--- src/shift_block_map.svh ---
// Constants of the dual mode shift block: register map, field layout,
// reset values. Assumes a 32-bit classic Wishbone slave with byte addressing.
//
// Functional notes
// - Format setting selects bit or word operation.
// - Reset selects single-bit format.
// - Bit mode takes forward and backward data bits.
// - Word inputs ignored in bit mode.
// - Word mode holds signed 32-bit values.
// - Each of eight word stages has output.
// - First word forward, second word backward.
// - Visibility flag, default shown.
// - Forward pulse loads stage one, shifts up.
// - Backward pulse loads stage eight, shifts down.
// - Inactive block ignores pulses and clear.
// - Clear zeroes all stages when active.
`ifndef SHIFT_BLOCK_MAP_SVH
`define SHIFT_BLOCK_MAP_SVH

// ----------------------------------------------------------------------
// Register offsets (byte addresses)
// ----------------------------------------------------------------------
`define SB_CTRL_ADDR 8'h00
`define SB_STATUS_ADDR 8'h04
`define SB_STAGE0_ADDR 8'h20
`define SB_STAGE_LAST_ADDR 8'h3C

// ----------------------------------------------------------------------
// Control fields and reset values
// ----------------------------------------------------------------------
`define SB_CTRL_FMT_BIT 0
`define SB_CTRL_SHOW_BIT 1
`define SB_FMT_RESET 1'b0
`define SB_SHOW_RESET 1'b1
`define SB_STAGE_RESET 32'h0000_0000
`define SB_READ_ZERO 32'h0000_0000

`endif

--- src/shift_block_pkg.sv ---
// Types of the dual mode shift block.
// Assumes the constants header is included by its users.
package shift_block_pkg;
    typedef enum logic {
        fmt_single_bit,
        fmt_long_word
    } long_word_format_t;
endpackage

--- src/edge_rise.sv ---
// Rising edge detector for a level already in the clock domain.
// Assumes its input is registered or synchronised upstream.
`timescale 1ns/1ps
module edge_rise (
    input wire logic clk_i,
    input wire logic rst_i,
    input wire logic level_i,
    output logic rise_o
);
    logic last_reg;
    logic last_next;

    always_comb begin
        last_next = level_i;
    end

    always_ff @(posedge clk_i) begin
        if (rst_i) begin
            last_reg <= 1'b0;
        end else begin
            last_reg <= last_next;
        end
    end

    assign rise_o = level_i & ~last_reg;
endmodule // edge_rise

--- src/shift_block.sv ---
// Eight-stage bidirectional shift block with bit and word formats.
// Assumes control pins arrive asynchronously and are synchronised here;
// word inputs pass the same synchronisers and must stand still around a pulse.
`timescale 1ns/1ps
`include "shift_block_map.svh"
module shift_block #(
    parameter int STAGES = 8,
    parameter int WIDTH = 32
) (
    input wire logic clk_i,
    input wire logic rst_i,
    input wire logic block_activate_i,
    input wire logic step_ahead_pulse_i,
    input wire logic step_back_pulse_i,
    input wire logic wipe_all_stages_i,
    input wire logic fwd_data_bit_i,
    input wire logic bwd_data_bit_i,
    input wire logic signed [WIDTH-1:0] word_in_ahead_i,
    input wire logic signed [WIDTH-1:0] word_in_back_i,
    output logic [STAGES-1:0] bit_stage_outs_o,
    output logic signed [WIDTH-1:0] word_stage_outs_o [STAGES],
    output logic params_shown_o,
    output logic long_word_format_o,
    input wire logic wb_cyc_i,
    input wire logic wb_stb_i,
    input wire logic wb_we_i,
    input wire logic [7:0] wb_adr_i,
    input wire logic [3:0] wb_sel_i,
    input wire logic [31:0] wb_dat_i,
    output logic [31:0] wb_dat_o,
    output logic wb_ack_o
);
    // The stage map, the status word and the assertions assume this size.
    if (STAGES != 8 || WIDTH != 32) begin : g_size_check
        $error("shift_block supports eight 32-bit stages only");
    end

    // ------------------------------------------------------------------
    // Pin synchronisers
    // ------------------------------------------------------------------
    // Four control pins, two data bits and both words. The words are many
    // bits wide, so they only arrive coherent because the controller holds
    // them steady around a pulse; a shift sees them two cycles late.
    localparam int PIN_BITS = 6;
    localparam int SYNC_W = PIN_BITS + 2 * WIDTH;
    logic [SYNC_W-1:0] sync1_reg;
    logic [SYNC_W-1:0] sync2_reg;
    logic [SYNC_W-1:0] sync_next;

    always_comb begin
        sync_next = {word_in_back_i, word_in_ahead_i,
                     bwd_data_bit_i, fwd_data_bit_i, wipe_all_stages_i,
                     step_back_pulse_i, step_ahead_pulse_i,
                     block_activate_i};
    end

    always_ff @(posedge clk_i) begin
        if (rst_i) begin
            sync1_reg <= '0;
            sync2_reg <= '0;
        end else begin
            sync1_reg <= sync_next;
            sync2_reg <= sync1_reg;
        end
    end

    logic active_s;
    logic ahead_s;
    logic back_s;
    logic wipe_s;
    logic fwd_bit_s;
    logic bwd_bit_s;
    assign active_s = sync2_reg[0];
    assign ahead_s = sync2_reg[1];
    assign back_s = sync2_reg[2];
    assign wipe_s = sync2_reg[3];
    assign fwd_bit_s = sync2_reg[4];
    assign bwd_bit_s = sync2_reg[5];
    logic signed [WIDTH-1:0] ahead_word_s;
    logic signed [WIDTH-1:0] back_word_s;
    assign ahead_word_s = sync2_reg[PIN_BITS +: WIDTH];
    assign back_word_s = sync2_reg[PIN_BITS + WIDTH +: WIDTH];

    logic ahead_rise;
    logic back_rise;

    edge_rise u_ahead_edge (
        .clk_i(clk_i),
        .rst_i(rst_i),
        .level_i(ahead_s),
        .rise_o(ahead_rise)
    );

    edge_rise u_back_edge (
        .clk_i(clk_i),
        .rst_i(rst_i),
        .level_i(back_s),
        .rise_o(back_rise)
    );

    // ------------------------------------------------------------------
    // Settings registers
    // ------------------------------------------------------------------
    shift_block_pkg::long_word_format_t fmt_reg;
    shift_block_pkg::long_word_format_t fmt_next;
    logic show_reg;
    logic show_next;
    logic wb_hit;
    logic wb_write;

    assign wb_hit = wb_cyc_i & wb_stb_i & ~wb_ack_o;
    // A write lands at the edge where the master samples ack high.
    assign wb_write = wb_cyc_i & wb_stb_i & wb_ack_o & wb_we_i & wb_sel_i[0];

    always_comb begin
        fmt_next = fmt_reg;
        show_next = show_reg;
        if (wb_write && wb_adr_i == `SB_CTRL_ADDR) begin
            fmt_next = wb_dat_i[`SB_CTRL_FMT_BIT] ?
                shift_block_pkg::fmt_long_word :
                shift_block_pkg::fmt_single_bit;
            show_next = wb_dat_i[`SB_CTRL_SHOW_BIT];
        end
    end

    always_ff @(posedge clk_i) begin
        if (rst_i) begin
            fmt_reg <= shift_block_pkg::fmt_single_bit;
            show_reg <= `SB_SHOW_RESET;
        end else begin
            fmt_reg <= fmt_next;
            show_reg <= show_next;
        end
    end

    // ------------------------------------------------------------------
    // Stage storage
    // ------------------------------------------------------------------
    // Bit and word stages are kept apart so a format change never mixes
    // the two views; each stores only what its own format shifts in.
    logic [STAGES-1:0] bits_reg;
    logic [STAGES-1:0] bits_next;
    logic signed [WIDTH-1:0] words_reg [STAGES];
    logic signed [WIDTH-1:0] words_next [STAGES];
    logic is_word;
    assign is_word = (fmt_reg == shift_block_pkg::fmt_long_word);

    always_comb begin
        bits_next = bits_reg;
        words_next = words_reg;
        if (active_s) begin
            if (wipe_s) begin
                bits_next = '0;
                for (int i = 0; i < STAGES; i++) begin
                    words_next[i] = `SB_STAGE_RESET;
                end
            end else if (ahead_rise) begin
                if (is_word) begin
                    for (int i = STAGES - 1; i > 0; i--) begin
                        words_next[i] = words_reg[i-1];
                    end
                    words_next[0] = ahead_word_s;
                end else begin
                    bits_next = {bits_reg[STAGES-2:0], fwd_bit_s};
                end
            end else if (back_rise) begin
                if (is_word) begin
                    for (int i = 0; i < STAGES - 1; i++) begin
                        words_next[i] = words_reg[i+1];
                    end
                    words_next[STAGES-1] = back_word_s;
                end else begin
                    bits_next = {bwd_bit_s, bits_reg[STAGES-1:1]};
                end
            end
        end
    end

    always_ff @(posedge clk_i) begin
        if (rst_i) begin
            bits_reg <= '0;
            for (int i = 0; i < STAGES; i++) begin
                words_reg[i] <= `SB_STAGE_RESET;
            end
        end else begin
            bits_reg <= bits_next;
            words_reg <= words_next;
        end
    end

    // Bit outputs only mean something in bit format, word outputs in word.
    // Registered from the next values, so they stay in step with the stages.
    logic [STAGES-1:0] bits_out_reg;
    logic [STAGES-1:0] bits_out_next;
    logic signed [WIDTH-1:0] words_out_reg [STAGES];
    logic signed [WIDTH-1:0] words_out_next [STAGES];
    logic is_word_next;
    assign is_word_next = (fmt_next == shift_block_pkg::fmt_long_word);

    always_comb begin
        bits_out_next = is_word_next ? '0 : bits_next;
        for (int i = 0; i < STAGES; i++) begin
            words_out_next[i] = is_word_next ? words_next[i] : '0;
        end
    end

    always_ff @(posedge clk_i) begin
        if (rst_i) begin
            bits_out_reg <= '0;
            for (int i = 0; i < STAGES; i++) begin
                words_out_reg[i] <= `SB_STAGE_RESET;
            end
        end else begin
            bits_out_reg <= bits_out_next;
            words_out_reg <= words_out_next;
        end
    end

    assign bit_stage_outs_o = bits_out_reg;
    assign word_stage_outs_o = words_out_reg;
    assign params_shown_o = show_reg;
    assign long_word_format_o = is_word;

    // ------------------------------------------------------------------
    // Wishbone slave
    // ------------------------------------------------------------------
    // Single wait-free answer: ack one cycle after the strobe is seen.
    logic ack_reg;
    logic ack_next;
    logic [31:0] rdat_reg;
    logic [31:0] rdat_next;
    logic [2:0] stage_idx;
    assign stage_idx = wb_adr_i[4:2];

    always_comb begin
        ack_next = wb_hit;
        rdat_next = rdat_reg;
        if (wb_hit && !wb_we_i) begin
            if (wb_adr_i == `SB_CTRL_ADDR) begin
                rdat_next = `SB_READ_ZERO;
                rdat_next[`SB_CTRL_FMT_BIT] = is_word;
                rdat_next[`SB_CTRL_SHOW_BIT] = show_reg;
            end else if (wb_adr_i == `SB_STATUS_ADDR) begin
                rdat_next = {{(32-STAGES){1'b0}}, bits_reg};
            end else if (wb_adr_i >= `SB_STAGE0_ADDR &&
                         wb_adr_i <= `SB_STAGE_LAST_ADDR &&
                         wb_adr_i[1:0] == 2'b00) begin
                rdat_next = words_reg[stage_idx];
            end else begin
                rdat_next = `SB_READ_ZERO;
            end
        end
    end

    always_ff @(posedge clk_i) begin
        if (rst_i) begin
            ack_reg <= 1'b0;
            rdat_reg <= `SB_READ_ZERO;
        end else begin
            ack_reg <= ack_next;
            rdat_reg <= rdat_next;
        end
    end

    assign wb_ack_o = ack_reg;
    assign wb_dat_o = rdat_reg;
endmodule // shift_block

--- config.mk ---
export PLATFORM = sky130hd
export DESIGN_NAME = shift_block
export DESIGN_NICKNAME = d
export VERILOG_FILES = /design/src/shift_block_pkg.sv /design/src/edge_rise.sv /design/src/shift_block.sv
export VERILOG_INCLUDE_DIRS = /design/src /design/src/src
export SDC_FILE = /design/constraint.sdc
export NUM_CORES = 1
export LEC_CHECK = 0
export BUFFER_PORTS_ARGS = -buffer_cell sky130_fd_sc_hd__clkbuf_2
export CAP_MARGIN = 20
export CORE_ASPECT_RATIO = 1.25
export CORE_MARGIN = 10
export CORE_UTILIZATION = 30
export DETAILED_ROUTE_END_ITERATION = 16
export GPL_ROUTABILITY_DRIVEN = 0
export PLACE_DENSITY = 0.53
export SLEW_MARGIN = 10
export SYNTH_ARGS = -nofsm -noshare
export SYNTH_HDL_FRONTEND = slang
export SYNTH_SLANG_ARGS = --single-unit
--- constraint.sdc ---
create_clock -name clk_i -period 2.1 [get_ports clk_i]
set_input_delay 0.63 -clock clk_i [delete_from_list [all_inputs] [get_ports clk_i]]
set_output_delay 0.63 -clock clk_i [all_outputs]
set_load 0.02 [all_outputs]
==> impl_metrics.yaml <==
timing:
  finalCriticalPeriod_ns: 2.00
  whs_ns: 0.213
  rsz0062_at_grt: "false"
  worstMarginPinSlew_ns: 0.888
  setup_viol: 0
  drv_slew: 0
  tns_ns: 0
  max_freq_ghz: 0.499
  period_share_pct: 95.4
  maxSlewHeadroom_pct: 40.7
  clock_skew_ns: 0.0307
  hold_violations: 0
clock_network:
  cts.htree.levels: 3
  cts_inserted_buffers: 74
  clk_pin_slew_ns: 0.06
  cts_tree: "yes"
  root_buffer: "clkbuf_16"
  clockBufferDepth: 3
  clock_sinks: 705
  cts_setup_buffers: 0
  cts_hold_buf: 0
  clock_latency_ns: 0.62
floorplanning:
  die_h_um: 346
  dieArea_um2: 97200
  num_rows: 119
  die_w_um: 281
  coreArea_um2: 84300
  start_util_pct: 30.3
  io_pins: 418
critical_path:
  start_kind: "register"
  reg2reg_from: "long_word_format_o$_SDFF_PP0_"
  crit_path_end_kind: "primary output"
  r2r_end: "word_stage_outs_o[199]$_SDFF_PP0_"
  rrSetupSlack_ns: 0.15
  reg2reg_depth: 8
  cp_max_fo: 11
  worstSetupPathType: "reg2out"
  cp.required_ns: 1.47
  arrival_ns: 1.37
synthesis:
  synth.most_common_cell: "dfxtp_1"
  synthArstFlopShare_pct: 0
  synth_top_area_share_pct: 55.3
  synthFlopType: "dfxtp_1"
  synth_warnings: 0
  yosys-top-cells-count: "dfxtp_1, nand2_1, a21oi_1"
  postSynthCellCount: 2610
  synth-seq-area-share_pct: 55.3
  ys_seq_elements: 705
  syn_area_um2: 25500
  synth_edf_count: 0
  yosys-top-cells-area: "dfxtp_1, nand2_1, a22o_1"
  yosysTopAreaCell: "dfxtp_1"
  synth.avg_cell_area_um2: 9.78
  synth.distinct_cells: 43
  synth_fp_nets: 2729
cells_and_area:
  drive_gt1_share_pct: 22.9
  multi_input_area_um2: 10600
  fin_nets: 3112
  area_growth_pct: 24.8
  fillers: 8477
  seqCellArea_um2: 14100
  stdcell_count: 4136
routing:
  drt_iter0_drc: 1559
  routed_wl_um: 90300
  vias_per_cell: 4.96
  dr_total_vias: 20499
  post_drt_wl_per_cell_um: 21.8
  detail-route-antenna-nets: 0
  drt_pass1_iterations: 6
  drc: 0
global_route:
  globalRouteTotalUtil_pct: 17.8
  grt_overflow_total: 0
  grt_pass1_vias: 19770
  grt_pass1_wl_um: 132000
  grt_max_degree: 83
  antenna_found_initial: 9
min_path:
  hp-start: "wb_dat_i[1]"
  worstHoldPathType: "in2reg"
  min_path_cells: 2
  min_to: "params_shown_o$_SDFFE_PP1N_"
power:
  p_per_area_nw_per_um2: 858
  p_leak_nw: 13.4
  vdd_drop_max_mv: 0.448
placement:
  io_buffers: 384
  dpl.hpwl_um: 65400
  placed_cells: 4004
job:
  drv_cap: 0
outcome:
  status: "finished, final reports clean"
==> placed cells by master (no fill, tap or decap), drive strengths merged, types with 40 or more instances in the layout <==
cell type	n
mux4	64
mux2i	40
buf	124
a21oi	209
a22o	181
nor2b	146
nand2b	52
nand2	665
o22ai	54
a221oi	48
and2	79
dfxtp	705
clkbuf	488
==> area by class of cell <==
cell class / instances / share of cell area [%]
sequential: 705 / 44.3
inverter: 12 / 0.141
tap: 1089 / 4.28
clock buffer: 105 / 6.56
timing repair buffer: 508 / 10.6
antenna: 4 / 0.0314
multi-input combinational: 1692 / 33.3
clock inverter: 21 / 0.786
==> worst max-delay path, stage by stage, from the launching register on <==
cell and delay, ns:
dfxtp_4 0.40, buf_12 0.16, clkbuf_4 0.18
==> stage by stage <==
| step | area [um^2] | utilization [%] | setup WS, ns | power (W) |
|---|---|---|---|---|
| 4_1_cts | 31800 | 37.7 | 0.0350 | 0.0277 |
| 5_1_grt | 31800 | 37.8 | 0.0192 | 0.0282 |
| 3_3_place_gp | 29400 | 34.9 | -0.358 | 0.0147 |
| 6_report | 31800 | 37.8 | 0.0968 | 0.0273 |
| 2_1_floorplan | 25500 | - | -0.0912 | 0.0143 |
| 3_5_place_dp | 29400 | 34.9 | -0.382 | 0.0147 |
==> per-layer routing <==
metal	vias up	GRT usage, %	wire length [um]
met1	9879	24.1	40900
li1	9851	-	-
met3	137	5.39	7300
met2	622	26.1	38900
met4	10	7.26	3240
met5	-	0	44
==> timing repair <==
item                       in CTS  in global routing
cloned                          1                  1
setup endpoints to repair       1                 18
resized for setup               6                  3
pin swaps                       0                  0
==> how the worst max path moves through the flow <==
stage	slack, ns	from	endpoint	depth (start not counted)
2_1_floorplan	-0.09	wb_adr_i[7]	word_stage_outs_o[62]$_SDFF_PP0_	6
3_3_place_gp	-0.36	wb_adr_i[7]	word_stage_outs_o[89]$_SDFF_PP0_	9
4_1_cts	0.03	word_stage_outs_o[235]$_SDFF_PP0_	word_stage_outs_o[235]	1
6_report	0.1	long_word_format_o$_SDFF_PP0_	long_word_format_o	2
3_5_place_dp	-0.38	wb_adr_i[7]	word_stage_outs_o[132]$_SDFF_PP0_	9
5_1_grt	0.02	long_word_format_o$_SDFF_PP0_	word_stage_outs_o[196]$_SDFF_PP0_	8
==> where the power goes <==
part | switching, W | leakage, nW | internal [W]
combinational | 0.000481 | 6.59 | 0.000335
sequential | 0.0000462 | 5.71 | 0.0135
clock | 0.00543 | 1.15 | 0.00754
total | 0.00595 | 13.4 | 0.0214
==> cell families (layout without fill, tap and decap cells) <==
| group | after synthesis | count (layout) | share of synthesized area, % |
|---|---|---|---|
| AO/OA/AOI/OAI | 593 | 593 | 16.2 |
| buffers and inverters | 213 | 646 | 3.42 |
| flip-flops | 705 | 705 | 55.3 |
| multiplexers | 105 | 105 | 7.26 |
| other | 0 | 4 | 0 |
| AND/OR/NAND/NOR | 994 | 994 | 17.8 |
No activity file was read; power rests on OpenSTA's default activity.
